===== src/verilog/id_router_pkg.sv =====
// Package with the address map, register offsets, reset values and timing counts of the router.
package id_router_pkg;

    localparam logic [7:0]  ID_RADIO          = 8'h01;
    localparam logic [7:0]  ID_LOCAL          = 8'hC7;
    localparam logic [7:0]  ID_IO_BASE        = 8'hC8;
    localparam logic [7:0]  ID_DISPLAY        = 8'hC9;
    localparam logic [7:0]  OWN_ADDR_MIN      = 8'h01;
    localparam logic [7:0]  OWN_ADDR_MAX      = 8'hF6;

    localparam logic [15:0] REG_WINDOW_FIRST  = 16'h1966;
    localparam logic [15:0] REG_WINDOW_COUNT  = 16'h1967;
    localparam logic [15:0] RST_WINDOW_FIRST  = 16'h000B;
    localparam logic [15:0] RST_WINDOW_COUNT  = 16'h0032;
    localparam logic [15:0] WINDOW_COUNT_MAX  = 16'h0064;

    localparam logic [2:0]  ROUTE_NONE        = 3'h0;
    localparam logic [2:0]  ROUTE_RADIO       = 3'h1;
    localparam logic [2:0]  ROUTE_LOCAL       = 3'h2;
    localparam logic [2:0]  ROUTE_IO_BASE     = 3'h3;
    localparam logic [2:0]  ROUTE_DISPLAY     = 3'h4;
    localparam logic [2:0]  ROUTE_WIRELESS    = 3'h5;
    localparam logic [2:0]  ROUTE_WIRED       = 3'h6;

    localparam int          CLK_PERIOD_PS     = 5000;
    localparam int          TICK_TIME_US      = 1000;
    localparam int          TICK_CYCLES       = (TICK_TIME_US * 1000000) / CLK_PERIOD_PS;
    localparam int          TIMEOUT_DEFAULT_S = 5;
    localparam logic [15:0] RST_TIMEOUT_MS    = 16'(TIMEOUT_DEFAULT_S * 1000);

    typedef enum logic {ST_IDLE, ST_WAIT} poll_state_e;

endpackage


===== src/verilog/modbus_id_router_timeout.sv =====
// Request router, slave-port filter and response timer of the dual-role field bus controller.
`timescale 1ns/1ps
`default_nettype none
module modbus_id_router_timeout
    import id_router_pkg::*;
#(
    parameter int TICK_COUNT = TICK_CYCLES
)(
    input  wire logic        REF_CLK_I,
    input  wire logic        RESETN_I,
    input  wire logic        CE_I,
    input  wire logic        TREE_RADIO_FITTED_I,
    input  wire logic        MB_REQ_VALID_I,
    input  wire logic [7:0]  MB_REQ_ID_I,
    input  wire logic        MB_REQ_WRITE_I,
    input  wire logic [15:0] MB_REQ_REG_I,
    input  wire logic [15:0] MB_REQ_DATA_I,
    input  wire logic        MB_RESP_I,
    input  wire logic        TIMEOUT_LOAD_I,
    input  wire logic [15:0] TIMEOUT_MS_I,
    input  wire logic [7:0]  OWN_SLAVE_ADDRESS_I,
    input  wire logic        SP_REQ_VALID_I,
    input  wire logic [7:0]  SP_REQ_ID_I,
    output logic             MB_READY_O,
    output logic             MB_SENT_O,
    output logic [2:0]       MB_ROUTE_O,
    output logic             MB_DONE_O,
    output logic             MB_LOST_O,
    output logic             RADIO_RDATA_VALID_O,
    output logic [15:0]      RADIO_RDATA_O,
    output logic             SP_LOCAL_ACCESS_O
);

    typedef struct packed {
        poll_state_e state;
        logic        ready;
        logic        sent;
        logic [2:0]  route;
        logic        done;
        logic        lost;
        logic        rvalid;
        logic [15:0] rdata;
        logic        sp_hit;
        logic [15:0] first;
        logic [15:0] count;
        logic [15:0] tmo_ms;
        logic [15:0] ms_cnt;
        logic [17:0] pre;
    } router_s;

    router_s q;
    router_s next_q;
    logic    rst_meta;
    logic    rst_n;

    // Window membership, inclusive of first and first plus count minus one.
    function automatic logic in_window(input logic [7:0] id, input logic [15:0] first,
                                       input logic [15:0] count);
        logic [16:0] last_excl;
        last_excl = {1'b0, first} + {1'b0, count};
        in_window = ({9'h000, id} >= {1'b0, first}) && ({9'h000, id} < last_excl);
    endfunction

    // Destination for a master-bus address.
    function automatic logic [2:0] route_of(input logic [7:0] id, input logic fitted,
                                            input logic [15:0] first, input logic [15:0] count);
        if (id == ID_RADIO)
            route_of = ROUTE_RADIO;
        else if (id == ID_LOCAL)
            route_of = ROUTE_LOCAL;
        else if (id == ID_IO_BASE)
            route_of = ROUTE_IO_BASE;
        else if (id == ID_DISPLAY)
            route_of = ROUTE_DISPLAY;
        else if (fitted && in_window(id, first, count))
            route_of = ROUTE_WIRELESS;
        else
            route_of = ROUTE_WIRED;
    endfunction

    // Reset release through two flip-flops.
    always_ff @(posedge REF_CLK_I or negedge RESETN_I)
    begin
        if (!RESETN_I)
        begin
            rst_meta <= 1'b0;
            rst_n    <= 1'b0;
        end
        else
        begin
            rst_meta <= 1'b1;
            rst_n    <= rst_meta;
        end
    end

    always_comb
    begin
        next_q        = q;
        next_q.sent   = 1'b0;
        next_q.done   = 1'b0;
        next_q.lost   = 1'b0;
        next_q.rvalid = 1'b0;
        // The slave port is checked every cycle with CE_I high, whatever the master side is doing.
        next_q.sp_hit = SP_REQ_VALID_I && (SP_REQ_ID_I == OWN_SLAVE_ADDRESS_I)
                        && (OWN_SLAVE_ADDRESS_I >= OWN_ADDR_MIN)
                        && (OWN_SLAVE_ADDRESS_I <= OWN_ADDR_MAX);
        if (TIMEOUT_LOAD_I)
            next_q.tmo_ms = TIMEOUT_MS_I;
        case (q.state)
            ST_IDLE:
            begin
                if (MB_REQ_VALID_I)
                begin
                    next_q.sent   = 1'b1;
                    next_q.route  = route_of(MB_REQ_ID_I, TREE_RADIO_FITTED_I, q.first, q.count);
                    next_q.state  = ST_WAIT;
                    next_q.ms_cnt = 16'h0000;
                    next_q.pre    = 18'h00000;
                    // The tree radio holds its window registers as 16-bit holding registers.
                    if (MB_REQ_ID_I == ID_RADIO && TREE_RADIO_FITTED_I)
                    begin
                        if (MB_REQ_WRITE_I && MB_REQ_REG_I == REG_WINDOW_FIRST)
                            next_q.first = MB_REQ_DATA_I;
                        else if (MB_REQ_WRITE_I && MB_REQ_REG_I == REG_WINDOW_COUNT)
                            next_q.count = (MB_REQ_DATA_I > WINDOW_COUNT_MAX) ?
                                           WINDOW_COUNT_MAX : MB_REQ_DATA_I;
                        else if (!MB_REQ_WRITE_I && MB_REQ_REG_I == REG_WINDOW_FIRST)
                        begin
                            next_q.rvalid = 1'b1;
                            next_q.rdata  = q.first;
                        end
                        else if (!MB_REQ_WRITE_I && MB_REQ_REG_I == REG_WINDOW_COUNT)
                        begin
                            next_q.rvalid = 1'b1;
                            next_q.rdata  = q.count;
                        end
                    end
                end
            end
            ST_WAIT:
            begin
                if (MB_RESP_I)
                begin
                    next_q.done  = 1'b1;
                    next_q.state = ST_IDLE;
                end
                else if (q.ms_cnt >= q.tmo_ms)
                begin
                    next_q.lost  = 1'b1;
                    next_q.state = ST_IDLE;
                end
                else if (q.pre == 18'(TICK_COUNT - 1))
                begin
                    next_q.pre    = 18'h00000;
                    next_q.ms_cnt = q.ms_cnt + 16'h0001;
                end
                else
                    next_q.pre = q.pre + 18'h00001;
            end
            default:
                next_q.state = ST_IDLE;
        endcase
        next_q.ready = (next_q.state == ST_IDLE);
    end

    always_ff @(posedge REF_CLK_I or negedge rst_n)
    begin
        if (!rst_n)
        begin
            q        <= '0;
            q.state  <= ST_IDLE;
            q.ready  <= 1'b1;
            q.first  <= RST_WINDOW_FIRST;
            q.count  <= RST_WINDOW_COUNT;
            q.tmo_ms <= RST_TIMEOUT_MS;
        end
        else if (CE_I)
            q <= next_q;
    end

    assign MB_READY_O          = q.ready;
    assign MB_SENT_O           = q.sent;
    assign MB_ROUTE_O          = q.route;
    assign MB_DONE_O           = q.done;
    assign MB_LOST_O           = q.lost;
    assign RADIO_RDATA_VALID_O = q.rvalid;
    assign RADIO_RDATA_O       = q.rdata;
    assign SP_LOCAL_ACCESS_O   = q.sp_hit;

    a_radio_route: assert property (@(posedge REF_CLK_I) disable iff (!rst_n)
        CE_I && q.state == ST_IDLE && MB_REQ_VALID_I && MB_REQ_ID_I == ID_RADIO
        |=> MB_ROUTE_O == ROUTE_RADIO && MB_SENT_O)
        else $error("Address 1 not routed to radio.");

    a_internal_route: assert property (@(posedge REF_CLK_I) disable iff (!rst_n)
        CE_I && q.state == ST_IDLE && MB_REQ_VALID_I && MB_REQ_ID_I == ID_DISPLAY
        |=> MB_ROUTE_O == ROUTE_DISPLAY)
        else $error("Address 201 not routed to display.");

    a_window_forward: assert property (@(posedge REF_CLK_I) disable iff (!rst_n)
        CE_I && q.state == ST_IDLE && MB_REQ_VALID_I && TREE_RADIO_FITTED_I
        && MB_REQ_ID_I > ID_RADIO && MB_REQ_ID_I < ID_LOCAL
        && in_window(MB_REQ_ID_I, q.first, q.count) |=> MB_ROUTE_O == ROUTE_WIRELESS)
        else $error("Window address not forwarded.");

    a_window_end: assert property (@(posedge REF_CLK_I) disable iff (!rst_n)
        CE_I && q.state == ST_IDLE && MB_REQ_VALID_I && MB_REQ_ID_I > ID_RADIO
        && MB_REQ_ID_I < ID_LOCAL && {8'h00, MB_REQ_ID_I} == q.first + q.count
        |=> MB_ROUTE_O == ROUTE_WIRED)
        else $error("Address past window end forwarded.");

    a_count_limit: assert property (@(posedge REF_CLK_I) disable iff (!rst_n)
        q.count <= WINDOW_COUNT_MAX)
        else $error("Window count above limit.");

    a_first_write: assert property (@(posedge REF_CLK_I) disable iff (!rst_n)
        CE_I && q.state == ST_IDLE && MB_REQ_VALID_I && TREE_RADIO_FITTED_I
        && MB_REQ_ID_I == ID_RADIO && MB_REQ_WRITE_I && MB_REQ_REG_I == REG_WINDOW_FIRST
        |=> q.first == $past(MB_REQ_DATA_I))
        else $error("First address write lost.");

    a_slave_filter: assert property (@(posedge REF_CLK_I) disable iff (!rst_n)
        CE_I && SP_REQ_VALID_I && SP_REQ_ID_I != OWN_SLAVE_ADDRESS_I |=> !SP_LOCAL_ACCESS_O)
        else $error("Foreign slave-port address accepted.");

    a_wait_holds: assert property (@(posedge REF_CLK_I) disable iff (!rst_n)
        CE_I && q.state == ST_WAIT && !MB_RESP_I && q.ms_cnt < q.tmo_ms
        |=> q.state == ST_WAIT && !MB_LOST_O)
        else $error("Wait ended before timeout.");

    a_lost_cause: assert property (@(posedge REF_CLK_I) disable iff (!rst_n)
        MB_LOST_O && $past(CE_I) |-> MB_READY_O && $past(q.state) == ST_WAIT
        && $past(q.ms_cnt) >= $past(q.tmo_ms))
        else $error("Lost pulse without expired wait.");

endmodule
`default_nettype wire


===== config.mk =====
export PLATFORM = sky130hd
export DESIGN_NAME = modbus_id_router_timeout
export DESIGN_NICKNAME = d
export VERILOG_FILES = /design/src/verilog/id_router_pkg.sv /design/src/verilog/modbus_id_router_timeout.sv
export SDC_FILE = /design/constraint.sdc
export NUM_CORES = 1
export LEC_CHECK = 0
export BUFFER_PORTS_ARGS = -buffer_cell sky130_fd_sc_hd__buf_2
export CORE_MARGIN = 10
export CORE_UTILIZATION = 35
export DETAILED_ROUTE_END_ITERATION = 6
export GPL_ROUTABILITY_DRIVEN = 0
export HOLD_SLACK_MARGIN = 0.15
export PLACE_DENSITY = 0.63
export SYNTH_ARGS = -nofsm -noshare
export SYNTH_HDL_FRONTEND = slang
export SYNTH_SLANG_ARGS = --single-unit

===== constraint.sdc =====
create_clock -name REF_CLK_I -period 9.5 [get_ports REF_CLK_I]
set_input_delay 0.475 -clock REF_CLK_I [delete_from_list [all_inputs] [get_ports REF_CLK_I]]
set_output_delay 0.475 -clock REF_CLK_I [all_outputs]
set_load 0.02 [all_outputs]

**Yosys cells after proc, flatten, opt, wreduce, memory -nomap -nowiden**

Index checks and enable logic that the tools add are counted.

- Flip-flop bits (word level): 110
- Latch bits: 0
- Bits in writable memories: 0
- Memory bits (read-only): 0
- Input bits: 81
- Output and inout bits: 25
- Memories: 0

- Add/subtract/negate cells: 3
- Multiply operators: 0
- Divide/modulo/power cells: 0
- Order comparisons: 6
- Equality and inequality tests: 12
- Shift-type cells: 0
- Mux-type cells: 29
- Bitwise gates (word level): 4
- Reductions and logical operators: 19

Operators by type and width:

| cell | count |
|---|---|
| two-way mux 17 bit | 7 |
| two-way mux 34 bit | 3 |
| one-hot mux 34 bit (2 select lines) | 1 |
| equality test 16 x 13 -> 1 bit, second input constant | 2 |
| two-way mux 16 bit | 2 |
| equality test 8 bit, second input constant | 3 |
| adder 18 x 1 -> 18 bit, second input constant | 1 |
| equality test 18 bit, second input constant | 1 |
| two-way mux 18 bit | 1 |
| adder 16 x 16 -> 17 bit | 1 |
| < comparator 8 x 17 -> 1 bit | 1 |
| adder 16 x 1 -> 16 bit, second input constant | 1 |
| greater-or-equal comparator 16 bit | 1 |
| greater-or-equal comparator 8 x 16 -> 1 bit | 1 |
| > comparator 16 x 7 -> 1 bit, second input constant | 1 |
| logical AND 1 bit | 10 |
| AND reduction 5 bit | 2 |
| two-way mux 3 bit | 3 |
| equality test 8 x 1 -> 1 bit, second input constant | 1 |
| equality test 8 bit | 1 |
| greater-or-equal comparator 8 x 1 -> 1 bit, second input constant | 1 |
| <= comparator 8 bit, second input constant | 1 |
| two-way mux 4 bit | 2 |
| AND reduction 7 bit | 1 |
| other kinds (12) | 24 |

**Depth between registers and ports, before layout**

Gate-level depths: netlist (run 1).

- Word-level depth: 11
- Depth in mapped cells: 15
- Gate-level depth less buffers: 15

**Worst setup path after synthesis (run 1)**

No wires, ideal clock.

- Path type: register -> register
- Start point: reg q[51] (netlist bit)
- End point: reg q, in the netlist MB_ROUTE_O[0]
- Arrival time: 3060 ps
- Slack: 6320 ps
- Cell stages (with the launch flop): 15
- Path through: dfstp_2 ha_1 a211oi_1 o211a_1 nor3b_1 nor2_1 xor2_1 ha_1 o21a_1 nor2_1 or4_1 nor4b_1 and4_1 and4_1 nor3_1

- Word-level cells in the longest chain between the ends: 9

Ends and longest elaborated chain:

| what | line | source |
|---|---|---|
| start: declaration | modbus_id_router_timeout.sv:51 | `router_s q;` |
| start signal: assignment | modbus_id_router_timeout.sv:178 | `q <= next_q;` |
| adder 16 x 16 -> 17 bit | modbus_id_router_timeout.sv:60 | `last_excl = {1'b0, first} + {1'b0, count};` |
| < comparator 8 x 17 -> 1 bit | modbus_id_router_timeout.sv:61 | `in_window = ({9'h000, id} >= {1'b0, first}) && ({9'h000, id} < last_excl);` |
| logical AND 1 bit | modbus_id_router_timeout.sv:61 |  |
| logical AND 1 bit | modbus_id_router_timeout.sv:75 | `else if (fitted && in_window(id, first, count))` |
| two-way mux 2 bit | modbus_id_router_timeout.sv:75 |  |
| two-way mux 2 bit | modbus_id_router_timeout.sv:73 | `else if (id == ID_DISPLAY)` |
| two-way mux 3 bit | modbus_id_router_timeout.sv:71 | `else if (id == ID_IO_BASE)` |
| two-way mux 3 bit | modbus_id_router_timeout.sv:69 | `else if (id == ID_LOCAL)` |
| two-way mux 3 bit | modbus_id_router_timeout.sv:67 | `if (id == ID_RADIO)` |

No other way between the ends.
A chain may end at the register's enable or synchronous reset.

**Worst setup path after layout (run 1)**

Ends and elaborated chain as after synthesis.

==> results of run 1 <==
[layer usage]
metal  up-vias  wire length [um]  global-route usage (%)
li1       2908                 -                       -
met1      2780              8100                    17.6
met2       113              9040                    23.3
met3        21               701                    2.95
met4         0               319                    4.01
met5         -                 0                       0
[critical path, delay by kind of cell (launching register included)]
kind | cells | cell delay (ns)
flops | 1 | 0.57
simple gates | 8 | 1.47
compound gates | 3 | 0.73
xor+xnor | 1 | 0.09
fa+ha+maj | 2 | 0.53
[stage by stage]
step	std cells	area [um^2]	total power [W]	utilization, %	setup slack (ns)
after global placement	1092	7650	0.000666	39.2	6.12
after detailed placement	1092	7650	0.000668	39.2	6.03
after CTS	1109	7970	0.00107	40.8	6.01
after floorplan	759	6970	0.000614	-	6.23
after global routing	1109	7970	0.00112	40.8	5.80
final	1109	7970	0.00106	40.8	5.98
[layout by cell type, fill, tap and decap left out, types with 7 or more instances in the layout]
cell type	count
nor3_1	13
nor4_1	7
nand4_1	13
a21o_1	16
xnor2_1	8
or4_1	8
and2_1	14
or3_1	9
nand2_1	68
nor2_1	51
dfstp_2	12
dfrtp_1	97
o31ai_1	10
buf_2	105
ha_1	49
mux2_2	25
clkbuf_16	9
nand2b_1	14
xor2_1	14
o211ai_1	10
inv_1	41
nand3_1	17
and3_1	14
a21oi_1	32
o21ai_0	82
nor2b_1	8
a22oi_1	17
[cell families (layout without fill, tap and decap cells)]
group	Yosys count	in the layout	synth area share (%)
buf+inv	85	170	5.62
flops	110	110	39.7
fa+ha+maj	50	50	9.08
simple gates	259	259	19.3
compound gates	205	205	19.1
mux	27	27	4.33
xor+xnor	22	22	2.76
other cells	1	1	0.0538
[synth_stat cells (14+ instances only)]
master	count
nand2b_1	14
o21ai_0	82
buf_4	19
a21oi_1	32
inv_1	41
a21o_1	16
clkbuf_1	23
nand2_1	68
and2_1	14
nand3_1	17
ha_1	49
xor2_1	14
and3_1	14
a22oi_1	17
dfrtp_1	98
nor2_1	51
mux2_2	25
[worst paths after layout]
kind	end	slack (ns)	cells after the start
setup / recovery	MB_ROUTE_O[0]	5.98	14
hold / removal	RADIO_RDATA_O[2]	0.28	0
setup reg to reg	MB_ROUTE_O[0]	5.98	14
hold reg to reg	RADIO_RDATA_O[2]	0.28	0
max in group asynchronous	q[5]	7.88	1
min in group REF_CLK_I	q[48]	0.34	2
[final cells by class]
cell class / instances / share of cell area, %
multi-input cells: 564 / 47.8
flip-flops and latches: 110 / 34.8
repair buffers: 112 / 7.28
well taps: 265 / 4.16
clock buffers: 10 / 3.00
inverters: 42 / 1.98
clock inverters: 6 / 0.989
[power groups by stage]
stage	clock (W)	sequential (W)	combinational, W
after floorplan	0	0.000525	0.0000885
after global placement	0	0.000524	0.000142
after detailed placement	0	0.000525	0.000144
after CTS	0.000414	0.000516	0.000145
after global routing	0.000432	0.000520	0.000164
final	0.000405	0.000516	0.000142
[repair_timing]
item,in CTS,in global routing
endpoints found under the hold margin,2,0
hold buffers,1,0
endpoints found under the setup margin,0,0
buffers inserted,0,0
==> impl_metrics.ini, run 1 <==
[final_layout]
regMostFlops = q
diodes = 0
fillCellCount = 1943
multiInputGateArea_um2 = 3810
area_delta_synth_final_pct = 14.4
layout.nets = 970
regArea_um2 = 2770
largest_reg_flops = 83
layout-drive-gt1-share_pct = 20.7

[cts]
cts-root-buf = clkbuf_16
cts_buffers = 9
clkTransAtPathRegs_ns = 0.08
cts_tree = built
clk_latency_ns = 0.36
cts_buffer_depth = 2
clock-sinks = 110
ctsResizeCount = 0
cts_htree_levels = 3

[worst_setup_path]
end_kind = flop
worstSetupStartpoint = q[51]
rr_startpoint = q[51]
worstPathArrival_ns = 3.76
crit_type = flop to flop
startpoint_type = flop
crit_chain = ha_1 -> a211oi_1 -> o211a_1 -> nor3b_1 -> nor2_1 -> xor2_1 -> ha_1 -> o21a_1 -> nor2_1 -> or4_1 -> nor4b_1 -> and4_1 -> and4_1 -> nor3_1
crit_fanout = 4
slowest_delay_ns = 0.57
slowest_stage = dfstp_2
critPathRequiredTime_ns = 9.75

[sta]
finalSetupTns_ns = 0
finalSetupViolCount = 0
finalMaxSlewViolations = 0
slew_headroom_pct = 23.9
final_hold_viol_count = 0
tightest_slew_ns = 1.14
timing.fmax_ghz = 0.284
rsz0062_at_grt = false
hold_slack_ns = 0.276
fin_skew_ns = 0.0135
fin_crit_sh_pct = 37.0
min_period_ns = 3.52

[global_routing]
antenna_found_initial = 0
overflow = 0
grt_max_degree = 78
grt_pass1_wl_mm = 29.8
grt_pass1_vias = 5718
grt_use_total_pct = 13.9

[power_and_ir_drop]
cellLeakagePower_nw = 3.80
intPower_w = 0.000771
peakVddDrop_v = 0.0000650
pwr-share-seq_pct = 48.5
p_clk_share_pct = 38.1
p_sw_w = 0.000292
comb_power_share_pct = 13.4
powerDensity_nw_per_um2 = 133
switching_share_pct = 27.4

[logic_synthesis]
ys_ff_latch = 110
yosysSeqAreaShare_pct = 39.7
synthTopCellsByArea = dfrtp_1, ha_1, o21ai_0, dfstp_2, mux2_2
syn_area_um2 = 6970
yosys_warnings = 0
synth_flop_cell = dfrtp_1
synth-edff-count = 0
yosysTopAreaCellShare_pct = 35.2
syn_nets = 890
synthCells = 759
synth-async-reset-ratio_pct = 100
syn-mean-instance-area_um2 = 9.18
yosysUniqueCellTypes = 61
synth_top_area_cell = dfrtp_1

[floorplan]
rows = 51
coreArea_um2 = 19500
start_util_pct = 35.7
die_y_um = 161
ioPinCount = 106
die_area_um2 = 26000
die_w_um = 161

[run]
drv_cap = 0

[place]
dpl.hpwl_mm = 14.2
io_buffers = 105

[worst_hold_path]
hp-class = flop to async pin

[detailed_routing]
drc = 0
drt-total-wl_mm = 18.2
first_iter_violations = 424
wl_per_cell_um = 16.4
first_pass_iters = 5
ant_nets = 0
vias_per_cell = 5.25
via_count = 5822

[run_status]
status = finished clean
(Power assumes the default switching activity.)
==> run 2: changes to the inputs <==
Clock period 9.5 ns to 3.7 ns, I/O delays scaled along.
==> impl_metrics.ini, run 2 (same netlist as run 1, synthesis figures left out) <==
[run_status]
status = finished clean

[worst_setup_path]
reg2reg_slack_ns = 0.21
critPathBufInv = 0
rr_worst_depth = 14
end_kind = flop
worstReg2RegEnd = MB_ROUTE_O[0]
slowest_delay_ns = 0.46
crit_type = flop to flop
slowest_stage = or4_1
critPathRequiredTime_ns = 3.95
worstPathArrival_ns = 3.73
startpoint_type = flop
rr_startpoint = q[52]
critPathTopFamily = simple AND/OR/NAND/NOR gates
crit_fanout = 4
crit_chain = ha_1 -> o21ai_0 -> o211a_1 -> nor3b_1 -> nor2_1 -> xor2_1 -> ha_1 -> o21a_1 -> nor2_1 -> or4_1 -> nor4b_1 -> and4_1 -> and4_1 -> nor3_1

[sta]
timing.fmax_ghz = 0.287
final_hold_viol_count = 0
rsz0062_at_grt = false
finalMaxSlewViolations = 0
setup_slack_ns = 0.214
finalSetupTns_ns = 0
min_period_ns = 3.49
finalSetupViolCount = 0
slew_headroom_pct = 28.5
fin_skew_ns = 0.0124
tightest_slew_ns = 1.07
fin_crit_sh_pct = 94.2

[floorplan]
die_area_um2 = 26000
die_w_um = 161
start_util_pct = 35.7
coreArea_um2 = 19500
ioPinCount = 106
rows = 51
die_y_um = 161

[detailed_routing]
first_pass_iters = 5
via_count = 6008
wl_per_cell_um = 16.2
vias_per_cell = 5.24
drc = 0
drt-total-wl_mm = 18.6
ant_nets = 0
first_iter_violations = 388

[cts]
cts_tree = built
cts_htree_levels = 3
clock-sinks = 110
cts-root-buf = clkbuf_16
clk_latency_ns = 0.36
cts_buffers = 9
clkTransAtPathRegs_ns = 0.07
cts_buffer_depth = 2

[final_layout]
diodes = 0
layout.nets = 1007
final_cell_mix = buf_2, dfrtp_1, o21ai_0, nand2_1, nor2_1
regMostFlops = q
layout-drive-gt1-share_pct = 20.1
final_common_cell = buf_2
area_delta_synth_final_pct = 19.0
stdcell_count = 1146
final_util_pct = 42.5
largest_reg_flops = 83

[global_routing]
grt_pass1_wl_mm = 30.5
grt_use_total_pct = 14.2
antenna_found_initial = 0
grt_pass1_vias = 5922
overflow = 0
grt_max_degree = 67

[power_and_ir_drop]
finalPower_w = 0.00266
peakVddDrop_v = 0.000197
cellLeakagePower_nw = 3.94
powerDensity_nw_per_um2 = 321

[place]
io_buffers = 105
dpl.hpwl_mm = 14.5
dp_slack_ns = 0.296
dp.cells = 1096

[run]
drv_cap = 0

[worst_hold_path]
hp-class = input port to async pin
-- run 2: changes by cell type in the layout (fill, tap and decap cells not counted) --
cell / change
dlygate4sd3_1: +33
buf_4: +4
clkbuf_1: +3
a21oi_1: -1
a21oi_2: +1
bufinv_16: -1
clkbuf_8: -1
clkinv_2: -1
clkinv_4: +1
clkinv_8: -1
clkinvlp_4: -1
inv_6: +1
-- run 2: worst reg2reg max path, delay by kind of cell, from the launching register on --
kind                       cells  cell delay, ns
xor gates and xnor gates       1            0.15
AOI/OAI and AO/OA              3            0.53
adders and majority gates      2            0.66
and+or+nand+nor                8            1.64
DFF                            1            0.41
-- run 2: cell type report --
cell class / count / area, um^2
flip-flops and latches: 110 / 2770
fillers: 1942 / 11200
clock inverters: 4 / 37.5
repair buffers: 149 / 941
inverters: 42 / 158
clock buffers: 12 / 236
well taps: 265 / 332
multi-input cells: 564 / 3820
-- run 2: worst max path at each step --
stage | start | end | depth (start not counted)
floorplan | rst_n | MB_DONE_O | 0
CTS | q[50] | MB_ROUTE_O[0] | 13
global placement | q[51] | MB_ROUTE_O[0] | 14
finish | q[52] | MB_ROUTE_O[0] | 14
global route | q[51] | MB_ROUTE_O[0] | 14
detailed placement | q[50] | MB_ROUTE_O[0] | 13
-- run 2: what timing repair did --
item,in CTS,in global routing
endpoints found under the hold margin,42,0
endpoints found under the setup margin,0,1
hold buffers,34,0
resized for setup,0,1
buffers inserted,0,0
-- run 2: power by group --
group	total [W]	internal, W	switching, W
clock	0.000938	0.000470	0.000468
combinational	0.000391	0.000179	0.000211
sequential	0.00133	0.00127	0.0000614
-- run 2: through the flow --
step / instance area, um^2 / hold slack [ns]
2_1_floorplan: 6970 / -0.111
3_3_place_gp: 7680 / -0.0281
3_5_place_dp: 7680 / -0.0237
4_1_cts: 8290 / 0.164
5_1_grt: 8290 / 0.154
6_report: 8290 / 0.163
-- run 2: layer usage --
metal / vias up / GRT usage [%] / part of all wire, % / wire length [um]
met2: 123 / 24.3 / 50 / 9320
li1: 2965 / - / - / -
met1: 2903 / 17.5 / 44 / 8120
met5: - / 0 / 0 / 0
met3: 17 / 3.15 / 4.6 / 863
met4: 0 / 4.05 / 1.5 / 285
